## config.mk

```make
export PLATFORM = sky130hd
export DESIGN_NAME = mcct_top
export DESIGN_NICKNAME = d
export VERILOG_FILES = /design/src/shared/mcct_pkg.sv /design/src/shared/mcct_gr_if.sv /design/src/core/mcct_top.sv /design/src/core/mcct_gr_bank.sv
export VERILOG_INCLUDE_DIRS = /design/src /design/src/shared
export SDC_FILE = /design/constraint.sdc
export NUM_CORES = 2
export LEC_CHECK = 0
export BUFFER_PORTS_ARGS = -buffer_cell sky130_fd_sc_hd__clkbuf_2
export CAP_MARGIN = 10
export CORE_ASPECT_RATIO = 1.4
export CORE_MARGIN = 5
export CORE_UTILIZATION = 57
export CTS_BUF_LIST = sky130_fd_sc_hd__clkbuf_16
export DETAILED_ROUTE_END_ITERATION = 10
export PLACE_DENSITY = 0.81
export SETUP_SLACK_MARGIN = 0.2
export SLEW_MARGIN = 20
export SYNTH_ARGS = -nofsm -noshare
export SYNTH_HDL_FRONTEND = slang
export SYNTH_SLANG_ARGS = --single-unit
```

## constraint.sdc

```tcl
create_clock -name clk_sys -period 5 [get_ports clk_sys]
set_clock_uncertainty 0.05 [all_clocks]
set_input_delay 1 -clock clk_sys [delete_from_list [all_inputs] [get_ports clk_sys]]
set_output_delay 1 -clock clk_sys [all_outputs]
set_load 0.02 [all_outputs]
```

## src/shared/mcct_cfg.svh

```systemverilog
/*
  Constants of the six-channel capture/compare timer: encodings, field widths,
  reset values and the prescaler taps. Assumes inclusion by bare name.
*/
`ifndef MCCT_CFG_SVH
`define MCCT_CFG_SVH
`define MCCT_NCH 6
`define MCCT_NGR 24
`define MCCT_CNT_RST 16'h0000
`define MCCT_CNT_MAX 16'hFFFF
`define MCCT_CLR_W 3
`define MCCT_CLR_NONE 3'h0
`define MCCT_CLR_A 3'h1
`define MCCT_CLR_D 3'h4
`define MCCT_CLR_SYNC 3'h7
`define MCCT_OUT_NONE 2'h0
`define MCCT_OUT_LOW 2'h1
`define MCCT_OUT_HIGH 2'h2
`define MCCT_OUT_TOG 2'h3
`define MCCT_EDGE_RISE 2'h1
`define MCCT_EDGE_FALL 2'h2
`define MCCT_EDGE_BOTH 2'h3
`define MCCT_SRC_PIN 2'h0
`define MCCT_SRC_PCLK 2'h1
`define MCCT_SRC_PMATCH 2'h2
`define MCCT_CK_DIV1 2'h0
`define MCCT_CK_DIV4 2'h1
`define MCCT_CK_DIV16 2'h2
`define MCCT_CK_EXT 2'h3
`define MCCT_DIV4_TAP 2'h3
`define MCCT_DIV16_TAP 4'hF
`define MCCT_PRE_RST 4'h0
`endif

```

## src/shared/mcct_pkg.sv

```systemverilog
/*
  Types of the capture/compare timer. Assumes mcct_cfg.svh alongside.
*/
`include "mcct_cfg.svh"
package mcct_pkg;
  typedef logic [15:0] mcct_word_t;
  typedef logic [`MCCT_NCH-1:0] mcct_chmask_t;
  typedef logic [`MCCT_NGR-1:0] mcct_grmask_t;
  typedef logic [`MCCT_NGR-1:0][15:0] mcct_grbus_t;
  typedef logic [4:0] mcct_gridx_t;
  typedef logic [2:0] mcct_chidx_t;
endpackage

```

## src/shared/mcct_gr_if.sv

```systemverilog
/*
  Carrier between the timer core and its general register bank.
  Assumes one clock domain shared by both ends.
*/
`timescale 1ns/1ps
`default_nettype none
interface mcct_gr_if;
  mcct_pkg::mcct_grmask_t we;
  mcct_pkg::mcct_grbus_t wd;
  mcct_pkg::mcct_grbus_t q;
  mcct_pkg::mcct_gridx_t rd_idx;
  mcct_pkg::mcct_word_t rd_data;
  modport bank (input we, input wd, input rd_idx, output q, output rd_data);
  modport ctl (output we, output wd, output rd_idx, input q, input rd_data);
endinterface
`default_nettype wire

```

## src/core/mcct_top.sv

```systemverilog
/*
  Six-channel 16-bit capture/compare timer core with plain control ports.
  Assumes all inputs synchronous to clk_sys and software-style pulses.
*/
`timescale 1ns/1ps
`default_nettype none
`include "mcct_cfg.svh"
module mcct_top (
  input wire logic clk_sys,
  input wire logic arst_n,
  input wire mcct_pkg::mcct_chmask_t run_bits,
  input wire mcct_pkg::mcct_chmask_t sync_bits,
  input wire logic [11:0] clk_sel,
  input wire logic [17:0] clear_sel,
  input wire mcct_pkg::mcct_grmask_t gr_capture_mode,
  input wire logic [47:0] gr_out_mode,
  input wire logic [47:0] gr_edge_sel,
  input wire logic [47:0] gr_cap_src,
  input wire logic [3:0] buffer_en,
  input wire mcct_pkg::mcct_chmask_t irq_ovf_en,
  input wire mcct_pkg::mcct_grmask_t irq_match_en,
  input wire mcct_pkg::mcct_chmask_t ext_clk_in,
  input wire mcct_pkg::mcct_grmask_t pin_in,
  input wire logic cnt_wr_en,
  input wire mcct_pkg::mcct_chidx_t cnt_wr_chan,
  input wire mcct_pkg::mcct_word_t cnt_wr_data,
  input wire logic gr_wr_en,
  input wire mcct_pkg::mcct_gridx_t gr_wr_idx,
  input wire mcct_pkg::mcct_word_t gr_wr_data,
  input wire mcct_pkg::mcct_gridx_t gr_rd_idx,
  input wire mcct_pkg::mcct_chmask_t flag_clr_ovf,
  input wire mcct_pkg::mcct_grmask_t flag_clr_match,
  output var logic [95:0] cnt_value,
  output var mcct_pkg::mcct_word_t gr_rd_data,
  output var mcct_pkg::mcct_chmask_t overflow_flag,
  output var mcct_pkg::mcct_grmask_t match_capture_flag,
  output var mcct_pkg::mcct_chmask_t irq_req,
  output var mcct_pkg::mcct_grmask_t pin_out,
  output var mcct_pkg::mcct_grmask_t pin_oe
);
  import mcct_pkg::*;

  mcct_gr_if gr();

  mcct_gr_bank u_bank (
    .clk_sys(clk_sys),
    .arst_n(arst_n),
    .gr(gr.bank)
  );

  logic [3:0] pre_r;
  mcct_chmask_t ext_prev_r;
  mcct_grmask_t pin_prev_r;
  logic [17:0] clr_cfg_r;
  mcct_chmask_t tick;
  mcct_chmask_t cnt_go;
  mcct_chmask_t own_clr;
  mcct_chmask_t clr;
  mcct_chmask_t preset;
  mcct_chmask_t ovf;
  mcct_grmask_t hit;
  mcct_grmask_t cap;
  mcct_grmask_t evt;
  logic sync_evt;

  // Capture partner: 0<->1, 3<->4; others have none
  function automatic int partner(input int ch);
    case (ch)
      0: return 1;
      1: return 0;
      3: return 4;
      4: return 3;
      default: return ch;
    endcase
  endfunction

  // Channels 1,2,4,5 own only registers A and B
  function automatic logic gr_exists(input int g);
    return (g / 4 == 0) || (g / 4 == 3) || (g % 4 < 2);
  endfunction

  // Buffer enable for the A/C or B/D pair of register g
  function automatic logic buf_on(input int g, input logic [3:0] ben);
    if (g / 4 == 0)
      return ben[g % 2];
    else if (g / 4 == 3)
      return ben[2 + g % 2];
    else
      return 1'b0;
  endfunction

  function automatic logic [15:0] cnt_of(input logic [95:0] v, input int ch);
    return v[ch * 16 +: 16];
  endfunction

  // Prescaler shared by all channels
  always_ff @(posedge clk_sys or negedge arst_n)
  begin
    if (!arst_n)
      pre_r <= `MCCT_PRE_RST;
    else
      pre_r <= pre_r + 4'h1;
  end

  // Edge history of external clocks and capture pins
  always_ff @(posedge clk_sys or negedge arst_n)
  begin
    if (!arst_n)
    begin
      ext_prev_r <= '0;
      pin_prev_r <= '0;
    end
    else
    begin
      ext_prev_r <= ext_clk_in;
      pin_prev_r <= pin_in;
    end
  end

  // Clear selection held in a flop so reset leaves free-running mode
  always_ff @(posedge clk_sys or negedge arst_n)
  begin
    if (!arst_n)
      clr_cfg_r <= {`MCCT_NCH{`MCCT_CLR_NONE}};
    else
      clr_cfg_r <= clear_sel;
  end

  // Count clock per channel
  always_comb
  begin
    for (int ch = 0; ch < `MCCT_NCH; ch++)
    begin
      case (clk_sel[ch * 2 +: 2])
        `MCCT_CK_DIV1: tick[ch] = 1'b1;
        `MCCT_CK_DIV4: tick[ch] = (pre_r[1:0] == `MCCT_DIV4_TAP);
        `MCCT_CK_DIV16: tick[ch] = (pre_r == `MCCT_DIV16_TAP);
        default: tick[ch] = ext_clk_in[ch] & ~ext_prev_r[ch];
      endcase
    end
    cnt_go = run_bits & tick;
  end

  // Compare match, only on a counting edge so flag, pin and clear coincide
  always_comb
  begin
    for (int g = 0; g < `MCCT_NGR; g++)
    begin
      hit[g] = gr_exists(g) && !gr_capture_mode[g] && cnt_go[g / 4]
        && !(g % 4 >= 2 && buf_on(g, buffer_en))
        && (cnt_of(cnt_value, g / 4) == gr.q[g]);
    end
  end

  // Input capture from pin edges or partner channel
  always_comb
  begin
    for (int g = 0; g < `MCCT_NGR; g++)
    begin
      logic rise;
      logic fall;
      logic ok;
      int p;
      rise = pin_in[g] & ~pin_prev_r[g];
      fall = ~pin_in[g] & pin_prev_r[g];
      p = partner(g / 4);
      ok = gr_exists(g) && gr_capture_mode[g] && !(g % 4 >= 2 && buf_on(g, buffer_en));
      case (gr_cap_src[g * 2 +: 2])
        `MCCT_SRC_PIN:
        begin
          case (gr_edge_sel[g * 2 +: 2])
            `MCCT_EDGE_RISE: cap[g] = ok && rise;
            `MCCT_EDGE_FALL: cap[g] = ok && fall;
            `MCCT_EDGE_BOTH: cap[g] = ok && (rise || fall);
            default: cap[g] = 1'b0;
          endcase
        end
        `MCCT_SRC_PCLK:
          cap[g] = ok && (p != g / 4) && tick[p]
            && !((g / 4 == 0 || g / 4 == 3)
            && clk_sel[p * 2 +: 2] == `MCCT_CK_DIV1);
        `MCCT_SRC_PMATCH:
          cap[g] = ok && (p != g / 4) && hit[p * 4];
        default: cap[g] = 1'b0;
      endcase
    end
    evt = hit | cap;
  end

  // Clearing, synchronous clearing and presetting
  always_comb
  begin
    for (int ch = 0; ch < `MCCT_NCH; ch++)
    begin
      logic [2:0] cs;
      cs = clr_cfg_r[ch * 3 +: 3];
      if (cs >= `MCCT_CLR_A && cs <= `MCCT_CLR_D)
        own_clr[ch] = evt[ch * 4 + int'(cs) - 1];
      else
        own_clr[ch] = 1'b0;
    end
    // Software must pair channels and pick a source for this to fire
    sync_evt = |(own_clr & sync_bits);
    for (int ch = 0; ch < `MCCT_NCH; ch++)
    begin
      clr[ch] = own_clr[ch] || (sync_bits[ch] && sync_evt
        && clr_cfg_r[ch * 3 +: 3] == `MCCT_CLR_SYNC);
      preset[ch] = cnt_wr_en && (cnt_wr_chan == 3'(ch)
        || (sync_bits[ch] && sync_bits[cnt_wr_chan]));
      ovf[ch] = cnt_go[ch] && !clr[ch] && !preset[ch]
        && cnt_of(cnt_value, ch) == `MCCT_CNT_MAX;
    end
  end

  // Counters: preset over clear over count
  always_ff @(posedge clk_sys or negedge arst_n)
  begin
    if (!arst_n)
      cnt_value <= {`MCCT_NCH{`MCCT_CNT_RST}};
    else
    begin
      for (int ch = 0; ch < `MCCT_NCH; ch++)
      begin
        if (preset[ch])
          cnt_value[ch * 16 +: 16] <= cnt_wr_data;
        else if (clr[ch])
          cnt_value[ch * 16 +: 16] <= `MCCT_CNT_RST;
        else if (cnt_go[ch])
          cnt_value[ch * 16 +: 16] <= cnt_of(cnt_value, ch) + 16'h1;
      end
    end
  end

  // General register writes; hardware transfers override software
  always_comb
  begin
    gr.rd_idx = gr_rd_idx;
    for (int g = 0; g < `MCCT_NGR; g++)
    begin
      gr.we[g] = gr_wr_en && gr_wr_idx == 5'(g) && gr_exists(g);
      gr.wd[g] = gr_wr_data;
    end
    for (int g = 0; g < `MCCT_NGR; g++)
    begin
      if (cap[g])
      begin
        gr.we[g] = 1'b1;
        gr.wd[g] = cnt_of(cnt_value, g / 4);
        if (g % 4 < 2 && buf_on(g, buffer_en))
        begin
          gr.we[g + 2] = 1'b1;
          gr.wd[g + 2] = gr.q[g];
        end
      end
      else if (hit[g] && g % 4 < 2 && buf_on(g, buffer_en))
      begin
        gr.we[g] = 1'b1;
        gr.wd[g] = gr.q[g + 2];
      end
    end
  end

  assign gr_rd_data = gr.rd_data;

  // Flags: a set in the clearing cycle wins
  always_ff @(posedge clk_sys or negedge arst_n)
  begin
    if (!arst_n)
    begin
      overflow_flag <= '0;
      match_capture_flag <= '0;
    end
    else
    begin
      overflow_flag <= ovf | (overflow_flag & ~flag_clr_ovf);
      match_capture_flag <= evt | (match_capture_flag & ~flag_clr_match);
    end
  end

  // Interrupt request per channel, one edge behind the flags
  always_ff @(posedge clk_sys or negedge arst_n)
  begin
    if (!arst_n)
      irq_req <= '0;
    else
    begin
      for (int ch = 0; ch < `MCCT_NCH; ch++)
        irq_req[ch] <= (overflow_flag[ch] && irq_ovf_en[ch])
          || |(match_capture_flag[ch * 4 +: 4] & irq_match_en[ch * 4 +: 4]);
    end
  end

  // Waveform pins; a stopped counter keeps its last level
  always_ff @(posedge clk_sys or negedge arst_n)
  begin
    if (!arst_n)
    begin
      pin_out <= '0;
      pin_oe <= '0;
    end
    else
    begin
      for (int g = 0; g < `MCCT_NGR; g++)
      begin
        pin_oe[g] <= gr_exists(g) && !gr_capture_mode[g]
          && gr_out_mode[g * 2 +: 2] != `MCCT_OUT_NONE;
        if (hit[g])
        begin
          // Driving the level the pin already has changes nothing
          case (gr_out_mode[g * 2 +: 2])
            `MCCT_OUT_LOW: pin_out[g] <= 1'b0;
            `MCCT_OUT_HIGH: pin_out[g] <= 1'b1;
            `MCCT_OUT_TOG: pin_out[g] <= ~pin_out[g];
            default: pin_out[g] <= pin_out[g];
          endcase
        end
      end
    end
  end
endmodule // mcct_top
`default_nettype wire

```

## src/core/mcct_gr_bank.sv

```systemverilog
/*
  General register bank: 24 words, index = channel*4 + register.
  Assumes the core gates writes to absent registers; read data registered.
*/
`timescale 1ns/1ps
`default_nettype none
`include "mcct_cfg.svh"
module mcct_gr_bank (
  input wire logic clk_sys,
  input wire logic arst_n,
  mcct_gr_if.bank gr
);
  import mcct_pkg::*;

  always_ff @(posedge clk_sys or negedge arst_n)
  begin
    if (!arst_n)
    begin
      for (int g = 0; g < `MCCT_NGR; g++)
        gr.q[g] <= `MCCT_CNT_RST;
    end
    else
    begin
      for (int g = 0; g < `MCCT_NGR; g++)
        if (gr.we[g])
          gr.q[g] <= gr.wd[g];
    end
  end

  // Read port sees the value one edge after the index
  always_ff @(posedge clk_sys or negedge arst_n)
  begin
    if (!arst_n)
      gr.rd_data <= `MCCT_CNT_RST;
    else
      gr.rd_data <= gr.q[gr.rd_idx];
  end
endmodule // mcct_gr_bank
`default_nettype wire

```

Yosys cells after proc, flatten, opt, wreduce, memory -nomap -nowiden
Index checks and enable logic that the tools add are counted.
Widths: inputs -> output; s select.

operators by class
  reduce and logical (&&, ||, !) cells = 371
  order comparisons = 20
  mux-type cells = 228
  equality and inequality tests = 182
  add/sub/neg operators = 18
  bitwise gates (word level) = 107

operators by type and width
  kind                   number
  $mux 16                71
  $eq 16x16->1           16
  $logic_and 1x1->1      218
  $eq 2x2->1 const B     83
  $pmux 1 s3             50
  $eq 2x1->1 const B     50
  $mux 1                 99
  $add 16x1->16 const B  6
  $eq 16x16->1 const B   6
  $bmux 16 s5            1
  $reduce_bool 3->1      22
  $not 1->1              54
  $logic_not 2->1        22
  $and 1x1->1            38
  $logic_not 1->1        34
  $logic_or 1x1->1       34
  $reduce_and 2->1       16
  $reduce_bool 2->1      16
  $bmux 1 s5             6
  $eq 5x4->1 const B     6
  $and 24x24->24         1
  $and 4x4->4            6
  $eq 3x3->1 const B     8
  $not 24->24            1
  other kinds (33)       62

word-level totals
  flip-flop bits (word level) = 614
  output and inout bits = 196
  logic and storage cells = 981
  bits of input ports = 353

Depth between registers and ports, before layout
  word-level depth = 23
  gate-level depth with buffers = 16
  mapped depth without buffers = 14

Modules after synthesis
From an unflattened synthesis, not the netlist that was laid out.

second synthesis, totals
  cells, all modules = 3884
  area total of the unflattened synthesis = 39291.4 µm²

modules (own cells, without submodules)
  module        area an instance (µm²)  cells an instance  seq. area each (µm²)  instances
  mcct_top      21454.3                 2688               5205.0                1
  mcct_gr_bank  17837.1                 1196               10009.6               1

Least setup slack after synthesis
OpenSTA, ideal clock, no wires.

  path kind = input -> register
  from = in pin_in[12]
  to = reg overflow_flag[5]
  arrival = 4.034 ns
  cell stages on the path = 14
  data required time = 4.849 ns
  slack = 0.815 ns
  cells stage by stage = inv_1 ha_1 or2_2 a311oi_1 nor2b_1 nor4_2 or3_1 mux4_2 nand3_1 a41oi_2 nor3_2 buf_2 o21ai_0 o32ai_1

on the way
  longest elaborated chain between the ends = 21
  elaborated cells on any way between the ends = 44
  classes of those cells = mux (26); bitwise (6); reduce/logical (12)

RTL lines
  what                                  RTL line         text
  start: declaration                    mcct_top.sv:23   input wire mcct_pkg::mcct_grmask_t pin_in,
  $not 1->1                             mcct_top.sv:165  fall = ~pin_in[g] & pin_prev_r[g];
  $and 1x1->1                           mcct_top.sv:165
  $logic_or 1x1->1                      mcct_top.sv:174  `MCCT_EDGE_BOTH: cap[g] = ok && (rise || fall);
  $logic_and 1x1->1                     mcct_top.sv:174
  $pmux 1 s3 *                          mcct_top.sv:171  case (gr_edge_sel[g * 2 +: 2])
  $pmux 1 s3 *                          mcct_top.sv:168  case (gr_cap_src[g * 2 +: 2])
  $or 22x22->22 *                       mcct_top.sv:187  evt = hit | cap;
  $bmux 1 s5                            mcct_top.sv:198  own_clr[ch] = evt[ch * 4 + int'(cs) - 1];
  (+4 left out)                         -
  $reduce_or 6->1                       mcct_top.sv:203  sync_evt = |(own_clr & sync_bits);
  $logic_and 1x1->1                     mcct_top.sv:206  clr[ch] = own_clr[ch] || (sync_bits[ch] && sync_evt
  $logic_and 1x1->1 (no source line)    -
  $logic_or 1x1->1 *                    mcct_top.sv:206
  $logic_not 1->1 *                     mcct_top.sv:210  ovf[ch] = cnt_go[ch] && !clr[ch] && !preset[ch]
  $logic_and 1x1->1 * (2 in series)     mcct_top.sv:210
  $logic_and 1x1->1 (no source line) *  -
  $or 6x6->6 *                          mcct_top.sv:275  overflow_flag <= ovf | (overflow_flag & ~flag_clr_ovf);
  end signal: assignment                mcct_top.sv:275
  end: declaration                      mcct_top.sv:35   output var mcct_pkg::mcct_chmask_t overflow_flag,

Mark *: on every way between the ends. The rest lies on a longest branch, timed or not. The select of a mux whose other input is x is not followed.
A chain may end at the register's enable or synchronous reset.

Worst setup path after layout
  from = reg cnt_value[0]
  to = reg cnt_value[82]

on the way
  longest elaborated chain between the ends = 16
  elaborated cells on any way between the ends = 45
  classes of those cells = eq/ne (4); mux (28); bitwise (2); reduce/logical (11)

RTL lines
  what                                        RTL line         text
  start: declaration                          mcct_top.sv:33   output var logic [95:0] cnt_value,
  start signal: assignment                    mcct_top.sv:219  cnt_value <= {`MCCT_NCH{`MCCT_CNT_RST}};
  start signal: indexed assignment            mcct_top.sv:225  cnt_value[ch * 16 +: 16] <= cnt_wr_data;
  start signal: indexed assignment            mcct_top.sv:227  cnt_value[ch * 16 +: 16] <= `MCCT_CNT_RST;
  $eq 16x16->1                                mcct_top.sv:151  && (cnt_of(cnt_value, g / 4) == gr.q[g]);
  $logic_and 1x1->1                           mcct_top.sv:151
  $logic_and 1x1->1                           mcct_top.sv:183  cap[g] = ok && (p != g / 4) && hit[p * 4];
  $pmux 1 s3                                  mcct_top.sv:168
  $or 22x22->22 *                             mcct_top.sv:187
  $bmux 1 s5                                  mcct_top.sv:198
  $mux 1 (not written as such) (2 in series)  mcct_top.sv:198
  $mux 1                                      mcct_top.sv:197  if (cs >= `MCCT_CLR_A && cs <= `MCCT_CLR_D)
  $and 6x6->6                                 mcct_top.sv:203
  $reduce_or 6->1                             mcct_top.sv:203
  $logic_and 1x1->1                           mcct_top.sv:206
  $logic_and 1x1->1 (no source line)          -
  $logic_or 1x1->1 *                          mcct_top.sv:206
  $mux 16                                     mcct_top.sv:226  else if (clr[ch])
  $mux 16                                     mcct_top.sv:224  if (preset[ch])

Marked as above.

==> metrics <==
first-pass GRT wire length 200000 µm; placed cell area 36800 µm²; top post-synthesis cells by count 480 x dfrtp_1, 458 x nand2_1, 327 x o21ai_0, 273 x mux2i_1, 239 x nor2_1; Synth area leaders dfrtp_1 37%, mux2i_1 8.3%, nand2_1 5.2%; drt pass-1 iters 8; Fin. Hold Viols 0; Post-Synthesis Cells 3696; clk_lat worst skew roughly 0.63 ns; DRC viols 0; clock root buffer clkbuf_16; Clock Sinks 480; R2R cell count 16; Synth Cell Area ~33000 µm²; hold slack about 0.4 ns; share of cells above drive strength 1 22.7%; critical path's largest stage delay about 0.77 ns; Switching Fraction around 39%; Die X 213 µm; area growth from synthesis to layout 17.3%; Crit Path Class reg -> reg; IO buf count 468; Buf/Inv on CP 5; Tmin final about 4.7 ns; DRT Wirelength 137000 µm; Met1 Wirelength ~46000 µm; initial antenna violation count 15; RR Startpoint cnt_value[0]; detail-routed net length per standard cell about 28 µm; syn_area_per_cell 8.90 µm²; Detail Route Antenna Nets 0; GP Congestion 1.03; max-cap violations 0; cell leakage power ~19 nW; H-tree depth 2; routed vias/inst 6.68; status complete, no violations; Slew @ Worst Pin around 1.2 ns; relative slew slack between 20 and 25%; crit end category flip-flop; largest net degree at the start of global routing between 100 and 150; Psw about 5.5 mW; crit path DAT around 5.2 ns; CP dominant cell by count buf_4; fraction of registers with async set/reset 100%; part of the Yosys area used for sequential elements 36.5%; largest area contributor in the netlist dfrtp_1; CTS tree built; fmax approximately 0.21 GHz; top_reg_cell synth dfrtp_1; RSZ-0062 raised after global routing no; Rows approximately 100; synth unique cells between 90 and 100; R2R Setup Slk around 0.26 ns; CP Launch Point cnt_value[0]; Seq pwr share 40.9%; wire length on met2 approximately 60000 µm; Clk network pwr share roughly a quarter; Placeable Area between 50000 and 60000 µm²; Yosys top cell area share between 30% and 40%; HP Class in -> async; Period Utilization, post-route a little over nine tenths; critical-path cell list xor2_1, nor3_1, nand4_1, o21bai_1, nor3_1, a2111oi_0, buf_4, o311ai_2, o211ai_2, buf_4, o41ai_4, buf_4, buf_4, buf_4, a32oi_1, a21oi_1; number of DRC markers in iteration 0 roughly 4400; CP delay by family, top compound AO/OA/AOI/OAI gates; CP max FO 14; Nets around 4600; via count 33000; DP Wirelength around 100000 µm; vias in the first global route between 30000 and 40000; CTS hold repair buffers 0; internal power 8.66 mW; Req. time, crit path ~5.4 ns; Combinational Power Share between 30% and 40%; CP max stage cell dfrtp_1; Initial Util roughly 57%; Yosys reg bits 480; post-route setup TNS 0 ns; Die Ht 294 µm; Reg-to-Reg End cnt_value[82]; cell with the most instances after synthesis dfrtp_1; number of buffers created by CTS 51; CTS Buffer Depth 3; Tot GR Track Use between 40% and 50%; DR top layer met5; Post-synth EDFFs 0; Max VDD drop around 0.27 mV; Final Util between 60 and 70%; Clock Pin Slew Worst Setup and Hold Paths about 0.060 ns; IO Count between 500 and 600; final instance area approximately 39000 µm²; synth warn 0; startpoint type of the worst setup path flip-flop; Pwr per Cell Area 367 nW/µm²; DR WL met3 roughly 17000 µm; grt total ovfl 0; full die area between 60000 and 70000 µm²; Slew Limit Fails 0; # setup viols final 0
## what timing repair did
action / in CTS / in global routing
pin swaps: 0 / 3
gates cloned: 0 / 0
buffers inserted: 0 / 5
setup endpoints to repair: 17 / 83
gates resized for setup: 4 / 8
## cells in the final DEF, fill, tap and decap left out, types with 20 or more instances in the layout
| cell | n |
|---|---|
| a31oi_1 | 54 |
| a2bb2oi_1 | 29 |
| nand2b_1 | 33 |
| xor2_1 | 146 |
| mux4_2 | 50 |
| nor3_1 | 44 |
| a22oi_1 | 39 |
| nand2_1 | 458 |
| mux2_2 | 65 |
| o211ai_1 | 47 |
| xnor2_1 | 113 |
| a32oi_1 | 23 |
| ha_1 | 77 |
| inv_1 | 161 |
| o21ai_0 | 327 |
| o31ai_1 | 20 |
| clkbuf_2 | 466 |
| dfrtp_1 | 480 |
| buf_4 | 210 |
| and3_1 | 32 |
| nand3_1 | 82 |
| clkbuf_16 | 51 |
| nor4_1 | 48 |
| nor2_1 | 236 |
| a21oi_1 | 168 |
| mux2i_1 | 273 |
| nor2b_1 | 24 |
| nand4_1 | 38 |
## how the worst max path moves through the flow
stage,to,slack [ns],cells after the start
floorplan,overflow_flag[5],0.82,14
global placement,cnt_value[5],-0.01,17
detailed placement,cnt_value[11],-0.05,17
CTS,cnt_value[82],0.22,20
global route,cnt_value[11],0.20,18
finish,cnt_value[82],0.26,16
## power groups by stage
stage	registers, mW	logic [mW]	clock network (mW)
after floorplan	5.52	2.82	0
after global placement	5.77	4.34	0
after detailed placement	5.80	4.44	0
after CTS	5.74	4.49	3.76
after global routing	5.85	4.92	3.91
final	5.79	4.63	3.75
## final cells by class
| cell class | count | area (µm²) |
|---|---|---|
| multi-input cells | 2782 | 19400 |
| fillers | 4679 | 18800 |
| flip-flops and latches | 480 | 12000 |
| repair buffers | 687 | 4120 |
| clock buffers | 51 | 1280 |
| well taps | 742 | 928 |
| inverters | 151 | 567 |
| clock inverters | 38 | 285 |
| diodes | 10 | 25.0 |
## metal layers
layer | vias to the layer above | GRT usage (%)
li1 | 14100 | -
met4 | 8 | 34.5
met1 | 15700 | 51.4
met3 | 681 | 11.0
met5 | - | 0
met2 | 2444 | 63.6
## per-stage QoR
step | setup WS [ns] | total power [mW] | instances
finish | 0.256 | 14.2 | 4941
global route | 0.205 | 14.7 | 4934
CTS | 0.224 | 14.0 | 4926
detailed placement | -0.0538 | 10.2 | 4837
global placement | -0.0133 | 10.1 | 4837
floorplan | 0.815 | 8.34 | 3711
## worst reg2reg max path, cell delays in order, from the launching register on
cell and delay [ns]:
dfrtp_1 0.77, xor2_1 0.15, nor3_1 0.41, nand4_1 0.50, o21bai_1 0.75, nor3_1 0.08, a2111oi_0 0.39, buf_4 0.19
o311ai_2 0.14, o211ai_2 0.09, buf_4 0.21, o41ai_4 0.10, buf_4 0.18, buf_4 0.19, buf_4 0.15, a32oi_1 0.21
a21oi_1 0.06
## state kept, by name, summed over array words and instances (netlist names)
name                count
irq_req                 6
cnt_value              96
pin_oe                 16
pin_prev_r             16
overflow_flag           6
match_capture_flag     24
u_bank.gr.rd_data      16
clr_cfg_r              18
ext_prev_r              6
pin_out                16
u_bank.gr.q           256
pre_r                   4
## kinds of logic (layout without fill, tap and decap cells)
group | after synthesis | count (layout) | synth area share, %
AOI/OAI and AO/OA | 929 | 929 | 18.4
adders and majority gates | 78 | 78 | 2.97
xor gates and xnor gates | 259 | 259 | 6.90
DFF | 480 | 480 | 36.5
buffers and inverters | 449 | 927 | 5.45
other | 1 | 26 | 0.0114
muxes | 388 | 388 | 14.0
and+or+nand+nor | 1112 | 1112 | 15.8
Power figures use the tool's default switching activity.
